==> src/sadc_pkg.sv <==
// package: constants, register map and state types of the converter control
//=============================================================
// Contract
// - result word is approximation times 64
// - enable set while stopped enters standby
// - completion stores result, raises done request
// - completion clears start, returns to standby
// - clearing start mid-conversion aborts to standby
// - clearing enable in standby enters stopped
// - start written while stopped is ignored
// - result read beats end-of-conversion write
// - mode write at completion drops result, interrupt
// - channel select write keeps done flag
// - high byte upper eight, low top two
// - approximation runs from bit 9 down
package sadc_pkg;

   //=============================================================
   // timing
   localparam int CLK_PERIOD_NS = 8;
   localparam int STAB_TIME_NS = 100;
   localparam int STAB_CYCLES =
      (STAB_TIME_NS + CLK_PERIOD_NS - 1) / CLK_PERIOD_NS;
   localparam int SAMPLE_CYCLES = 4;
   localparam int BIT_CYCLES = 2;
   localparam int APPROX_BITS = 10;
   localparam int CONV_CYCLES = SAMPLE_CYCLES + APPROX_BITS * BIT_CYCLES;
   localparam logic [4:0] STAB_LAST = 5'(STAB_CYCLES - 1);
   localparam logic [3:0] SAMPLE_LAST = 4'(SAMPLE_CYCLES - 1);
   localparam logic [3:0] BIT_LAST = 4'(BIT_CYCLES - 1);
   localparam logic [3:0] TOP_BIT = 4'(APPROX_BITS - 1);
   localparam logic [9:0] TRIAL_MSB = 10'h200;
   localparam logic [9:0] ONE_LSB = 10'h001;

   //=============================================================
   // register map
   localparam int ADDR_W = 3;
   localparam int DATA_W = 8;
   localparam logic [2:0] ADDR_MODE = 3'h0;
   localparam logic [2:0] ADDR_CHSEL = 3'h1;
   localparam logic [2:0] ADDR_RES_HI = 3'h2;
   localparam logic [2:0] ADDR_RES_LO = 3'h3;
   localparam logic [2:0] ADDR_IRQ_STAT = 3'h4;
   localparam logic [2:0] ADDR_IRQ_MASK = 3'h5;
   localparam logic [2:0] ADDR_PIN_MODE = 3'h6;
   localparam logic [2:0] ADDR_STATE = 3'h7;
   localparam int MODE_START_BIT = 7;
   localparam int MODE_ENABLE_BIT = 0;
   localparam int CHSEL_W = 3;
   localparam int IRQ_DONE_BIT = 0;
   localparam int RESULT_SHIFT = 6;
   localparam logic [7:0] REG_RESET = 8'h00;
   localparam logic [9:0] RESULT_RESET = 10'h000;

   //=============================================================
   // states
   typedef enum logic [1:0] {
      ST_STOP = 2'b00,
      ST_STBY = 2'b01,
      ST_CONV = 2'b10
   } sadc_state_e;

   typedef enum logic [1:0] {
      SAR_IDLE = 2'b00,
      SAR_SAMPLE = 2'b01,
      SAR_COMPARE = 2'b10
   } sadc_sar_e;

endpackage : sadc_pkg

==> src/sadc_sar_if.sv <==
// interface: control and result lines between controller and approximation core
`timescale 1ns/10ps
`default_nettype none
interface sadc_sar_if
   import sadc_pkg::*;
();
   logic launch;
   logic abort;
   logic done;
   logic cmp_high;
   logic sampling;
   logic [APPROX_BITS-1:0] result;
   logic [APPROX_BITS-1:0] tap_code;

   modport ctrl (
      output launch,
      output abort,
      output cmp_high,
      input done,
      input sampling,
      input result,
      input tap_code
   );

   modport core (
      input launch,
      input abort,
      input cmp_high,
      output done,
      output sampling,
      output result,
      output tap_code
   );
endinterface : sadc_sar_if
`default_nettype wire
==> src/sadc_ctrl.sv <==
// module: converter control top with register port, state machine, interrupt
//
// Local design decisions: the placing of the registers and the address-and-strobe port.
`timescale 1ns/10ps
`default_nettype none
module sadc_ctrl
   import sadc_pkg::*;
(
   input wire logic sys_clk,
   input wire logic rst_n,
   input wire logic [ADDR_W-1:0] reg_addr,
   input wire logic [DATA_W-1:0] reg_wdata,
   input wire logic reg_wr,
   input wire logic reg_rd,
   output logic [DATA_W-1:0] reg_rdata,
   input wire logic cmp_high,
   output logic [APPROX_BITS-1:0] tap_code,
   output logic sample_en,
   output logic [CHSEL_W-1:0] channel_sel,
   output logic [DATA_W-1:0] analog_pin_mode,
   output logic conv_done_irq
);
   //=============================================================
   // storage
   sadc_state_e state;
   sadc_state_e next_state;
   logic conv_enable;
   logic conv_start;
   logic next_enable;
   logic next_start;
   logic [CHSEL_W-1:0] channel_select_reg;
   logic [DATA_W-1:0] result_high_reg;
   logic [DATA_W-1:0] result_low_reg;
   logic [DATA_W-1:0] irq_stat;
   logic [DATA_W-1:0] irq_mask;
   logic [DATA_W-1:0] analog_pin_mode_reg;
   logic [4:0] stab_cnt;
   logic stab_ok;

   sadc_sar_if sar ();

   sadc_sar_core u_core (
      .sys_clk(sys_clk),
      .rst_n(rst_n),
      .sar(sar.core)
   );

   //=============================================================
   // decode
   wire wr_mode = reg_wr && (reg_addr == ADDR_MODE);
   wire wr_chsel = reg_wr && (reg_addr == ADDR_CHSEL);
   wire wr_stat = reg_wr && (reg_addr == ADDR_IRQ_STAT);
   wire wr_mask = reg_wr && (reg_addr == ADDR_IRQ_MASK);
   wire wr_pin = reg_wr && (reg_addr == ADDR_PIN_MODE);
   wire wdata_enable = reg_wdata[MODE_ENABLE_BIT];
   wire wdata_start = reg_wdata[MODE_START_BIT];
   // a mode write in the completion cycle wins over the result store
   wire done_accept = sar.done && !wr_mode;
   wire [15:0] result_word =
      {sar.result, 6'h00};
   wire conv_done_flag = irq_stat[IRQ_DONE_BIT];

   //=============================================================
   // mode bits and state
   always_comb begin
      next_enable = conv_enable;
      next_start = conv_start;
      if (wr_mode) begin
         next_enable = wdata_enable;
         // start only counts once the converter already stands by
         next_start = wdata_start && wdata_enable
                      && (state != ST_STOP);
      end else if (sar.done) begin
         next_start = 1'b0;
      end
   end

   always_comb begin
      if (!next_enable) begin
         next_state = ST_STOP;
      end else if (next_start) begin
         next_state = ST_CONV;
      end else begin
         next_state = ST_STBY;
      end
   end

   assign sar.launch = (next_state == ST_CONV)
                       && ((state != ST_CONV) || sar.done);
   assign sar.abort = (state == ST_CONV) && (next_state != ST_CONV);
   assign sar.cmp_high = cmp_high;

   always_ff @(posedge sys_clk) begin
      if (!rst_n) begin
         state <= ST_STOP;
         conv_enable <= 1'b0;
         conv_start <= 1'b0;
      end else begin
         state <= next_state;
         conv_enable <= next_enable;
         conv_start <= next_start;
      end
   end

   // stabilisation tracker; early starts still run, software judges them
   always_ff @(posedge sys_clk) begin
      if (!rst_n || !conv_enable) begin
         stab_cnt <= 5'h00;
         stab_ok <= 1'b0;
      end else if (stab_cnt == STAB_LAST) begin
         stab_ok <= 1'b1;
      end else begin
         stab_cnt <= stab_cnt + 5'h01;
      end
   end

   //=============================================================
   // registers written by software and by completion
   always_ff @(posedge sys_clk) begin
      if (!rst_n) begin
         channel_select_reg <= 3'h0;
         irq_mask <= REG_RESET;
         analog_pin_mode_reg <= REG_RESET;
         result_high_reg <= REG_RESET;
         result_low_reg <= REG_RESET;
      end else begin
         if (wr_chsel) begin
            channel_select_reg <= reg_wdata[CHSEL_W-1:0];
         end
         if (wr_mask) begin
            irq_mask <= reg_wdata;
         end
         if (wr_pin) begin
            analog_pin_mode_reg <= reg_wdata;
         end
         // a read in this cycle already sampled the old value
         if (done_accept) begin
            result_high_reg <= result_word[15:8];
            result_low_reg <= result_word[7:0];
         end
      end
   end

   // write one to clear; a new event in the same cycle still sets
   always_ff @(posedge sys_clk) begin
      if (!rst_n) begin
         irq_stat <= REG_RESET;
      end else begin
         irq_stat[IRQ_DONE_BIT] <= done_accept
            || (conv_done_flag
                && !(wr_stat && reg_wdata[IRQ_DONE_BIT]));
      end
   end

   //=============================================================
   // read port
   wire [DATA_W-1:0] mode_view =
      {conv_start, 6'h00, conv_enable};
   wire [DATA_W-1:0] state_view =
      {5'h00, state, stab_ok};
   wire [DATA_W-1:0] rd_mux =
      (reg_addr == ADDR_MODE) ? mode_view :
      (reg_addr == ADDR_CHSEL) ? {5'h00, channel_select_reg} :
      (reg_addr == ADDR_RES_HI) ? result_high_reg :
      (reg_addr == ADDR_RES_LO) ? result_low_reg :
      (reg_addr == ADDR_IRQ_STAT) ? irq_stat :
      (reg_addr == ADDR_IRQ_MASK) ? irq_mask :
      (reg_addr == ADDR_PIN_MODE) ? analog_pin_mode_reg :
      state_view;

   always_ff @(posedge sys_clk) begin
      if (!rst_n) begin
         reg_rdata <= REG_RESET;
      end else if (reg_rd) begin
         reg_rdata <= rd_mux;
      end else begin
         reg_rdata <= REG_RESET;
      end
   end

   //=============================================================
   // outputs
   assign conv_done_irq = |(irq_stat & irq_mask);
   assign tap_code = sar.tap_code;
   assign sample_en = sar.sampling;
   assign channel_sel = channel_select_reg;
   assign analog_pin_mode = analog_pin_mode_reg;

   //=============================================================
   // checks
   localparam int CONV_LAT = CONV_CYCLES;
   logic [7:0] conv_age;

   always_ff @(posedge sys_clk) begin
      if (!rst_n || sar.launch) begin
         conv_age <= 8'h00;
      end else if (conv_age != 8'hff) begin
         conv_age <= conv_age + 8'h01;
      end
   end
endmodule : sadc_ctrl
`default_nettype wire

==> src/sadc_sar_core.sv <==
// module: successive approximation sequencer, one bit per compare step
`timescale 1ns/10ps
`default_nettype none
module sadc_sar_core
   import sadc_pkg::*;
(
   input wire logic sys_clk,
   input wire logic rst_n,
   sadc_sar_if.core sar
);
   sadc_sar_e state;
   logic [3:0] cnt;
   logic [3:0] bit_idx;
   logic [APPROX_BITS-1:0] approx_reg;
   logic [APPROX_BITS-1:0] decided;
   logic [APPROX_BITS-1:0] next_trial;

   // keep trial bit when sample is at or above the tap
   assign decided = sar.cmp_high ? approx_reg
                  : approx_reg & ~(ONE_LSB << bit_idx);
   assign next_trial = decided | (ONE_LSB << (bit_idx - 4'h1));
   assign sar.tap_code = approx_reg;
   assign sar.sampling = (state == SAR_SAMPLE);

   //=============================================================
   // sequencer
   always_ff @(posedge sys_clk) begin
      sar.done <= 1'b0;
      if (!rst_n) begin
         state <= SAR_IDLE;
         cnt <= 4'h0;
         bit_idx <= 4'h0;
         approx_reg <= RESULT_RESET;
         sar.result <= RESULT_RESET;
      end else if (sar.abort) begin
         state <= SAR_IDLE;
         cnt <= 4'h0;
      end else begin
         case (state)
            SAR_IDLE: begin
               if (sar.launch) begin
                  state <= SAR_SAMPLE;
                  cnt <= 4'h0;
                  approx_reg <= RESULT_RESET;
               end
            end
            SAR_SAMPLE: begin
               cnt <= cnt + 4'h1;
               if (cnt == SAMPLE_LAST) begin
                  state <= SAR_COMPARE;
                  cnt <= 4'h0;
                  bit_idx <= TOP_BIT;
                  approx_reg <= TRIAL_MSB;
               end
            end
            SAR_COMPARE: begin
               cnt <= cnt + 4'h1;
               if (cnt == BIT_LAST) begin
                  cnt <= 4'h0;
                  if (bit_idx == 4'h0) begin
                     approx_reg <= decided;
                     sar.result <= decided;
                     sar.done <= 1'b1;
                     state <= SAR_IDLE;
                  end else begin
                     approx_reg <= next_trial;
                     bit_idx <= bit_idx - 4'h1;
                  end
               end
            end
            default: begin
               state <= SAR_IDLE;
            end
         endcase
      end
   end
endmodule : sadc_sar_core
`default_nettype wire

==> config.mk <==
export PLATFORM = sky130hd
export DESIGN_NAME = sadc_ctrl
export DESIGN_NICKNAME = d
export VERILOG_FILES = /design/src/sadc_pkg.sv /design/src/sadc_sar_if.sv /design/src/sadc_ctrl.sv /design/src/sadc_sar_core.sv
export SDC_FILE = /design/constraint.sdc
export NUM_CORES = 1
export LEC_CHECK = 0
export ABC_AREA = 1
export BUFFER_PORTS_ARGS = -buffer_cell sky130_fd_sc_hd__buf_2
export CAP_MARGIN = 20
export CORE_MARGIN = 5
export CORE_UTILIZATION = 50
export CTS_BUF_LIST = sky130_fd_sc_hd__clkbuf_16
export DETAILED_ROUTE_END_ITERATION = 8
export PLACE_DENSITY = 0.7
export SETUP_SLACK_MARGIN = 0.3
export SYNTH_ARGS = -nofsm -noshare
export SYNTH_HDL_FRONTEND = slang
export SYNTH_HIERARCHICAL = 1
export SYNTH_SLANG_ARGS = --single-unit
==> constraint.sdc <==
create_clock -name sys_clk -period 4.4 [get_ports sys_clk]
set_clock_uncertainty 0.2 [all_clocks]
set_input_delay 0 -clock sys_clk [delete_from_list [all_inputs] [get_ports sys_clk]]
set_output_delay 0 -clock sys_clk [all_outputs]
set_load 0.1 [all_outputs]
* Word level (Yosys, flattened, before mapping)
Index checks and enable logic that the tools add are counted.
W data, S select, Z words.
** Cells by class
- Add/subtract/negate cells :: 3
- Multiply operators :: 0
- Div/mod/pow operators :: 0
- $lt $le $gt $ge :: 0
- Equal/unequal tests :: 20
- Shift operators :: 2
- Mux-type cells :: 32
- Bitwise operators :: 9
- Reductions and logical operators :: 36
** Operator list (number)
- $mux W8 :: 7
- $mux W10 :: 5
- $pmux W10 S3 :: 1
- $mux W4 :: 6
- $shl A1 B4 Y10 const A :: 2
- $logic_and A1 B1 Y1 :: 12
- $mux W2 :: 6
- $pmux W4 S3 :: 1
- $and A10 B10 Y10 :: 1
- $not A10 Y10 :: 1
- $or A10 B10 Y10 :: 1
- $reduce_and A5 Y1 :: 2
- $eq A3 B3 Y1 const B :: 3
- $and A1 B8 Y8 :: 1
- $ne A2 B2 Y1 const B :: 4
- $pmux W4 S2 :: 1
- $reduce_and A4 Y1 :: 2
- $reduce_or A4 Y1 :: 2
- $reduce_or A8 Y1 :: 1
- $eq A2 B2 Y1 const B :: 3
- $eq A3 B2 Y1 const B :: 2
- $ne A2 B1 Y1 const B :: 3
- $pmux W2 S3 :: 1
- $add A5 B1 Y5 const B :: 1
- other kinds (19) :: 33
** Word-level totals
- Register bits :: 79
- Latch bits :: 0
- Bits in writable memories :: 0
- ROM bits :: 0
- Input port bits :: 16
- Output and inout port bits :: 31
- Word-level logic and storage cells :: 122
- Memories :: 0

* Depth between registers and ports, before layout
Gate-level depths: netlist of run 1.
- Depth in word-level cells :: 9
- Depth in mapped cells :: 16
- Gate-level depth less buffers :: 16

* By module
The synthesis of run 1 kept the hierarchy.
** Modules (own cells, without submodules)
- sadc_ctrl :: instances 1, cells an instance 277, area each 2104.5 um^2, seq. area each 960.9 um^2
- sadc_sar_core :: instances 1, cells an instance 241, area each 1788.0 um^2, seq. area each 620.6 um^2

* Worst setup path after synthesis of run 1
Ideal clock, no wire load.
- Kind :: reg-to-reg
- From :: register u_core.state[1]
- To :: register u_core.approx_reg[9], in the netlist u_core/sar.tap_code[9]
- Library setup time :: 0.128 ns
- Arrival :: 2.050 ns
- Required time :: 4.072 ns
- Path slack :: 2.023 ns
- Cell stages (with the launch flop) :: 10
- Path buffers :: 0
- Period minus slack after synthesis :: 2.377 ns
- Cells stage by stage :: dfxtp_1 inv_1 ha_1 nand2_1 nand2_4 nor2_1 nand3_1 nand2_1 nor2_1 nor2_1
** On the way
- Longest elaborated chain between the ends :: 3
- Elaborated cells on any way between the ends :: 9
- Classes of those cells :: eq/ne: 5; mux: 1; reduce/logical: 3
** Ends and longest elaborated chain
- start, declared :: line sadc_sar_core.sv:11 : sadc_sar_e state;
- start signal, assigned :: line sadc_sar_core.sv:30 : state <= SAR_IDLE;
- start signal, assigned :: line sadc_sar_core.sv:36 : state <= SAR_IDLE;
- start signal, assigned :: line sadc_sar_core.sv:42 : state <= SAR_SAMPLE;
- $eq A2 B1 Y1 (*)
- named net sample_en :: line sadc_ctrl.sv:18 : output logic sample_en,
- $ne A2 B1 Y1 (no source line) / $reduce_bool A3 Y1 (equally long branches)
- $reduce_and A5 Y1 (no source line)
- end signal, assigned :: line sadc_sar_core.sv:61 : approx_reg <= decided;
- end signal, assigned :: line sadc_sar_core.sv:66 : approx_reg <= next_trial;
- end, declared :: line sadc_sar_core.sv:14 : logic [APPROX_BITS-1:0] approx_reg;
Mark *: on every way through the listed nets, which the timed path passes. The rest lies on a longest branch.
A chain may end at the register's enable or synchronous reset.

* Final worst setup path of run 1
- From :: input port reg_addr[1]
- To :: register u_core.sar.result[9]
** On the way
- Longest elaborated chain between the ends :: 9
- Elaborated cells on any way between the ends :: 10
- Classes of those cells :: eq/ne: 1; mux: 4; bitwise: 1; reduce/logical: 4
** Ends and longest elaborated chain
- start, declared :: line sadc_ctrl.sv:11 : input wire logic [ADDR_W-1:0] reg_addr,
- $logic_not A3 Y1 (*) :: line sadc_ctrl.sv:50 : wire wr_mode = reg_wr && (reg_addr == ADDR_MODE);
- $logic_and A1 B1 Y1 (*) :: line sadc_ctrl.sv:50
- $mux W1 :: line sadc_ctrl.sv:68 : if (wr_mode) begin
- $mux W2 :: line sadc_ctrl.sv:81 : end else if (next_start) begin
- $mux W2 (*) :: line sadc_ctrl.sv:79 : if (!next_enable) begin
- $ne A2 B2 Y1 (*) :: line sadc_ctrl.sv:90 : assign sar.abort = (state == ST_CONV) && (next_state != ST_CONV);
- $logic_and A1 B1 Y1 (*) :: line sadc_ctrl.sv:90
- named net sar.abort :: line sadc_sar_if.sv:8 : logic abort;
- $not A1 Y1 (no source line) (*)
- $reduce_and A4 Y1 (no source line) (*)
- end signal, assigned :: line sadc_sar_core.sv:62 : sar.result <= decided;
- end, declared :: line sadc_sar_if.sv:31 : output result,
Marked as above.

==> impl_metrics.tcl, run 1 <==
set metrics [dict create \
    outcome "completed" \
    cts-root-buf "clkbuf_16" \
    core-area_um2 7650 \
    place_area_um2 4140 \
    grt_pass1_vias 3331 \
    hold_class "primary input to flop" \
    crit_slowest_cell "nor3_4" \
    fin_crit_sh 0.572 \
    fin_nets 611 \
    io_buffer_count 46 \
    start_kind "primary input" \
    overflow 0 \
    ir_drop_v 0.000241 \
    drv_slew 0 \
    hold_buffers 20 \
    die_h_um 98.2 \
    syn_nets 548 \
    total_power_mw 1.60 \
    cts_num_sinks 79 \
    antenna_found_initial 0 \
    ant_nets 0 \
    drt_iter0_drc 191 \
    postCtsSetupBuffers 0 \
    die-width_um 98.2 \
    fmaxAchievable_mhz 398 \
    ys_top_cells_by_count "83 x nand2_1, 79 x dfxtp_1, 58 x inv_1" \
    worstSkewPairLatency_ps 340 \
    async_flop_share 0 \
    ys_warn_count 6 \
    start_util 0.509 \
    fillCellCount 700 \
    gp_congestion 0.937 \
    grt_usage 0.190 \
    layout-drive-gt1-share 0.176 \
    rsz0062_at_grt "no" \
    final_area_um2 4640 \
    hold_viol_final 0 \
    wl_per_cell_um 13.2 \
    via_per_inst 5.20 \
    yosysSeqAreaShare 0.406 \
    grt_max_degree 39 \
    synth_edf_count 0 \
    grt_pass1_wl_mm 15.3 \
    ff2ff_path_depth 9 \
    hold_depth 4 \
    tightest_slew_ps 940 \
    syn_inst 518 \
    diodes 0 \
    synth_seq_cells 79 \
    yosys.cell_types.count 37 \
    clk_pin_slew_worst_paths_ps 60 \
    relSlewSlack 0.372 \
    cp_max_fo 20 \
    final.setup.tns_ps 0 \
    ys.flop_type "dfxtp_1" \
    via_count 3580 \
    setup_viol 0 \
    synth_most_common_cell "nand2_1" \
    p_leak_nw 1.92 \
    dr.pass1.iters 5 \
    worst-setup-path-type "primary input to flop" \
    drt_wl_total_mm 9.09 \
    htreeDepth 3 \
    crit_top_cell "nor2_1" \
    row_count 32 \
    maxCapViolCount 0 \
    clockBufferDepth 2 \
    crit_path_end_kind "flop" \
    synth_area_um2 3890 \
    cts-buffers-inserted 9 \
    cp_cell_sequence "dlygate4sd3_1, buf_2, inv_2, nand2_4, nor2_8, nand3b_1, nand2_1, a21oi_1, nor3_4, inv_1, nor2_1, nor2_1" \
    worstPathRequired_ps 4430 \
    synth_top_area_share 0.406 \
    worst_path_largest_cell_delay_ps 820 \
    post-route-min-period_ps 2520 \
    ctsResizeCount 0 \
    hpwlAfterDp_mm 6.55 \
    synth_area_leaders "dfxtp_1 41%, nand2_1 8.0%, a21oi_1 7.3%" \
    arrival_ps 2550 \
    cts_tree "yes" \
    drc 0 \
    synth_area_per_cell_um2 7.51 \
    ios 47 \
    die-area_um2 9650 \
    area_delta_synth_final_pct 19.2 \
    synth_area_leader_cell "dfxtp_1" \
    p_per_area_nw_per_um2 345 \
]
where the power goes:
group | switching, mW | internal (mW)
clock | 0.316 | 0.446
sequential | 0.00370 | 0.722
combinational | 0.0813 | 0.0323
total | 0.401 | 1.20
worst max-delay path: cells and delay by family:
family / cells / cell delay, ps
buf+inv: 4 / 920
compound gates: 1 / 180
simple gates: 7 / 1430
logic make-up (layout without fill, tap and decap cells):
kind of cell / count (synthesis) / in the layout / synth area share
DFF: 79 / 79 / 0.406
and+or+nand+nor: 204 / 204 / 0.252
AOI/OAI and AO/OA: 141 / 141 / 0.198
adders and majority gates: 14 / 14 / 0.0450
xor gates and xnor gates: 3 / 3 / 0.00675
buffers and inverters: 77 / 145 / 0.0919
stage by stage:
step | util | cells | hold slack [ps] | worst slack [ps]
after floorplan | - | 518 | -35.6 | 2020
after global placement | 0.541 | 652 | 79.9 | 2070
after detailed placement | 0.541 | 652 | 91.9 | 1970
after CTS | 0.607 | 688 | 7.39 | 1910
after global routing | 0.607 | 688 | 45.5 | 1620
final | 0.607 | 688 | 19.3 | 1880
placed cells by master, fill, tap and decap left out, types with 3 or more instances in the layout:
cell type and n:
nand2_1 83, dfxtp_1 79, inv_1 58, a21oi_1 57
nor2_1 56, o21ai_0 47, buf_2 46, nand3_1 38
dlygate4sd3_1 20, o21ai_1 16, ha_1 14, clkbuf_16 9
a21oi_2 8, nor2_4 6, nand2_4 5, o22ai_1 5
inv_2 4, nand2_2 4, nor2_2 3, o21ai_2 3
per-layer routing:
layer	share of wire	vias up	track usage
met4	0.019	0	0.0693
met2	0.46	126	0.305
li1	-	1833	-
met5	0	-	0
met3	0.062	15	0.0407
met1	0.45	1606	0.254
final timing paths:
path,start,endpoint,slack [ps]
hold / removal,reg_addr[0],reg_rdata[7],20
setup reg to reg,u_core/bit_idx[0],u_core/sar.result[9],1930
hold reg to reg,irq_mask[1],irq_mask[1],250
setup / recovery,reg_addr[1],u_core/sar.result[9],1880
layout make-up:
class	instances	area, µm²	share of cell area
timing repair buffer	66	430	0.0927
clock inverter	7	78.8	0.0170
inverter	63	244	0.0526
tap	102	128	0.0275
clock buffer	9	225	0.0485
multi-input combinational	362	1950	0.421
sequential	79	1580	0.341
(Power assumes the default switching activity.)
==> inputs of run 2 (changes only) <==
Settings changed: PLACE_DENSITY 0.7 to 0.73.
Clock period 4.4 ns to 2.3 ns, I/O delays scaled along.
==> run 2 against run 1 <==
The run now ends with negative hold slack left; final cell count increased by 3.6%; largest power group is now sequential cells; first-iteration DRC count increased by 20%; total power increased by 86%; die area unchanged; register-to-register slack got worse by 1600 ps; critical path depth increased by 2; combinational power increased by 120%; non-clock buffer count increased by 24; core utilization increased by 3.6 points; global-route usage increased by 2.2 points; setup slack got worse by 1600 ps; sequential share of layout area decreased by 1.8 points; critical path type unchanged.
==> impl_metrics.tcl, run 2 (synthesized netlist as in run 1, its figures left out) <==
set metrics [dict create \
    hpwlAfterDp_mm 6.60 \
    overflow 0 \
    ios 47 \
    setup_slack_ps 313 \
    grt_pass1_wl_mm 17.1 \
    hold_viol_final 1 \
    setup_viol 0 \
    via_count 3840 \
    fillCellCount 643 \
    tightest_slew_ps 561 \
    cts_tree "yes" \
    post-route-min-period_ps 1990 \
    drv_slew 0 \
    cp_max_fo 9 \
    p_leak_nw 2.03 \
    arrival_ps 1980 \
    area_delta_synth_final_pct 26.3 \
    fin_nets 636 \
    cts-buffers-inserted 9 \
    die-width_um 98.2 \
    ir_drop_v 0.000339 \
    htreeDepth 3 \
    wl_per_cell_um 14.3 \
    diodes 0 \
    dr.pass1.iters 5 \
    hold_class "primary input to flop" \
    drt_wl_total_mm 10.2 \
    violations "negative hold slack" \
    cts_num_sinks 79 \
    whs_ps -6.57 \
    core-area_um2 7650 \
    final_cell_mix "80 x nand2_1, 75 x dfxtp_1, 55 x nor2_1, 55 x a21oi_1, 54 x inv_1" \
    worstPathRequired_ps 2290 \
    place_ws_ps 219 \
    final.setup.tns_ps 0 \
    relSlewSlack 0.626 \
    final_common_cell "nand2_1" \
    drc 0 \
    clk_pin_slew_worst_paths_ps 60 \
    die-area_um2 9650 \
    layout-drive-gt1-share 0.221 \
    drt_iter0_drc 229 \
    fin_crit_sh 0.864 \
    fmaxAchievable_mhz 503 \
    maxCapViolCount 0 \
    start_util 0.509 \
    worst-setup-path-type "primary input to flop" \
    cts-root-buf "clkbuf_16" \
    ant_nets 0 \
    io_buffer_count 46 \
    gp_congestion 0.875 \
    worstSkewPairLatency_ps 340 \
    die_h_um 98.2 \
    crit_path_end_kind "flop" \
    clockBufferDepth 2 \
    row_count 32 \
    grt_usage 0.213 \
    outcome "finished with violations" \
    start_kind "primary input" \
    rsz0062_at_grt "yes" \
    via_per_inst 5.39 \
    fin_util 0.643 \
    p_per_area_nw_per_um2 605 \
    antenna_found_initial 0 \
    grt_max_degree 21 \
    timing.reg2reg.setup_slack_ps 340 \
    grt_pass1_vias 3700 \
]
## run 2: final cells by class
class / count / area (µm²) / area share
Sequential cell: 79 / 1590 / 0.323
Tap cell: 102 / 128 / 0.0260
Clock inverter: 7 / 56.3 / 0.0115
Clock buffer: 9 / 225 / 0.0458
Timing Repair Buffer: 90 / 669 / 0.136
Inverter: 63 / 244 / 0.0496
Multi-Input combinational cell: 363 / 2010 / 0.408
## run 2: path summary, 6_finish.rpt
check / startpoint / end / cells past startpoint
min reg2reg: result_high_reg[7] / result_high_reg[7] / 2
max reg2reg: state[1] / u_core/sar.tap_code[2] / 12
min: reg_wr / state[0] / 6
max: reg_wr / u_core/sar.tap_code[2] / 14
## run 2: per-stage QoR
stage | cells | hold slack (ps) | instance area, µm² | power [mW]
floorplan | 518 | -35.6 | 3890 | 1.57
global placement | 657 | 78.1 | 4190 | 1.62
detailed placement | 657 | 105 | 4190 | 1.62
CTS | 706 | 0.360 | 4820 | 2.98
global route | 713 | 36.8 | 4910 | 3.08
finish | 713 | -6.57 | 4910 | 2.97
## run 2: where the power goes
part	internal (mW)	switching [mW]
clock network	0.742	0.591
registers	1.38	0.00785
logic	0.0805	0.170
## run 2: what timing repair did
action                                 CTS  global route
pin swaps                                2             6
buffers inserted                         3             6
setup endpoints to repair               13            30
gates resized for setup                  2            23
gates cloned                             0             1
hold buffers                            30             1
endpoints found under the hold margin   34             1
## run 2: critical path, stage by stage
cell and delay (ps):
buf_2 130, dlygate4sd3_1 600, nand2_4 100, nand3b_1 90, nand2_2 100, nand2_1 50
nor2_1 120, nor2_2 70, nor2_2 160, buf_4 150, nand4_4 110, buf_12 170
nand2_1 70, a21oi_2 60
## run 2: layer usage
layer	up-vias	routed length, µm	global-route usage
li1	1881	-	-
met1	1759	4300	0.266
met2	168	4950	0.357
met3	32	688	0.0450
met4	0	277	0.0872
met5	-	0	0
==> inputs of run 3 (changes only) <==
Settings changed: ABC_CLOCK_PERIOD_IN_PS from default to 1650.
Clock period 2.3 ns to 1.65 ns, I/O delays scaled along.
==> run 3 against run 2 <==
The run ends with negative hold slack, negative setup slack left; sequential power grew 40%; design area grew 13%; total power grew 53%; critical path depth shrank 3; hold slack lost 4.2 ps; highest routed layer unchanged.
==> impl_metrics.tcl, run 3 (synthesized netlist as in run 1, its figures left out) <==
set metrics [dict create \
    setup_slack_ps -344 \
    p_per_area_nw_per_um2 816 \
    gp_congestion 0.916 \
    clockBufferDepth 2 \
    cts-root-buf "clkbuf_16" \
    via_count 4007 \
    cts_tree "yes" \
    grt_max_degree 21 \
    hold_viol_final 5 \
    area_delta_synth_final_pct 42.8 \
    ff2ff_path_depth 11 \
    violations "negative hold slack, negative setup slack" \
    relSlewSlack 0.635 \
    crit_path_end_kind "flop" \
    diodes 0 \
    final_common_cell "nand2_1" \
    grt_usage 0.230 \
    drv_slew 0 \
    overflow 0 \
    worstPathRequired_ps 1720 \
    setup_viol 31 \
    wl_per_cell_um 15.4 \
    drt_iter0_drc 206 \
    grt_pass1_vias 3850 \
    rsz0062_at_grt "yes" \
    fmaxAchievable_mhz 502 \
    total_power_mw 4.54 \
    tightest_slew_ps 546 \
    ir_drop_v 0.000572 \
    timing.reg2reg.setup_slack_ps -340 \
    drt_wl_total_mm 11.6 \
    ios 47 \
    die-width_um 98.2 \
    layout-drive-gt1-share 0.379 \
    r2r_end "u_core/sar.tap_code[7]" \
    start_kind "flop" \
    ant_nets 0 \
    maxCapViolCount 0 \
    core-area_um2 7650 \
    post-route-min-period_ps 1990 \
    hpwlAfterDp_mm 7.15 \
    grt_pass1_wl_mm 18.1 \
    crit_end "u_core/sar.tap_code[7]" \
    final_area_um2 5560 \
    drc 0 \
    outcome "finished with violations" \
    cts_num_sinks 79 \
    fin_nets 677 \
    die-area_um2 9650 \
    worstSetupStartpoint "state[1]" \
    io_buffer_count 46 \
    place_area_um2 4720 \
    cp_max_fo 5 \
    final_cell_mix "79 x nand2_1, 56 x buf_4, 52 x dfxtp_1" \
    via_per_inst 5.31 \
    hold_class "primary input to flop" \
    worst-setup-path-type "flop to flop" \
    p_leak_nw 2.36 \
    fin_crit_sh 1.21 \
    whs_ps -10.7 \
    row_count 32 \
    cts-buffers-inserted 9 \
    start_util 0.509 \
    dr.pass1.iters 5 \
    arrival_ps 2060 \
    antenna_found_initial 0 \
    die_h_um 98.2 \
    htreeDepth 3 \
    r2r-start "state[1]" \
    worstSkewPairLatency_ps 330 \
    clk_pin_slew_worst_paths_ps 60 \
]
[run 3: worst min path at each step]
stage	from	end	slack, ps	cells after the start
floorplan	reg_wdata[1]	analog_pin_mode[1]	-40	2
detailed placement	reg_wdata[1]	analog_pin_mode[1]	90	3
CTS	rst_n	analog_pin_mode[0]	-100	3
global placement	reg_wdata[6]	analog_pin_mode[6]	80	3
global route	rst_n	u_core/sar.result[0]	9	4
finish	rst_n	u_core/sar.result[9]	-10	4
[run 3: timing repair]
action,4_1_cts,5_1_grt
buffers inserted,6,2
cloned,3,0
pin swaps,10,15
resized for setup,33,34
endpoints found under the setup margin,35,38
hold buffers,14,2
hold endpoints to repair,29,14
[run 3: cell type report]
cell class / instances / area (µm²)
timing repair buffer: 131 / 1030
fill: 558 / 2090
clock buffer: 9 / 225
sequential: 79 / 1620
inverter: 63 / 254
tap: 102 / 128
multi-input combinational: 363 / 2190
clock inverter: 7 / 111
[run 3: metrics by stage]
stage	cells	setup TNS (ps)	hold slack, ps	util	worst slack, ps
2_1_floorplan	518	-1170	-43.1	-	-120
3_3_place_gp	711	-3460	80.4	0.617	-192
3_5_place_dp	711	-5430	93.8	0.617	-276
4_1_cts	750	-4480	-103	0.708	-184
5_1_grt	754	-11120	9.43	0.727	-447
6_report	754	-8870	-10.7	0.727	-344
[run 3: report_power, final]
part	total (mW)	switching (mW)	internal, mW
Sequential	1.94	0.00967	1.93
Clock	2.24	0.776	1.47
Combinational	0.358	0.244	0.113
Total	4.54	1.03	3.51
[run 3: worst max-delay path, stage by stage, from the launching register on]
cell and delay (ps):
dfxtp_2 330, o21ai_1 70, nand3b_1 190, nand2_2 120, nand2_1 70, nor2_2 140
nor2_2 70, nor2_4 170, nand2_4 120, nor2_4 210, nand3_1 120, a21oi_2 130
[run 3: layer usage]
| metal | vias up | GRT usage | wire length (µm) |
|---|---|---|---|
| li1 | 1966 | - | - |
| met1 | 1838 | 0.272 | 4660 |
| met2 | 161 | 0.408 | 5920 |
| met3 | 42 | 0.0371 | 631 |
| met4 | 0 | 0.102 | 395 |
| met5 | - | 0 | 0 |
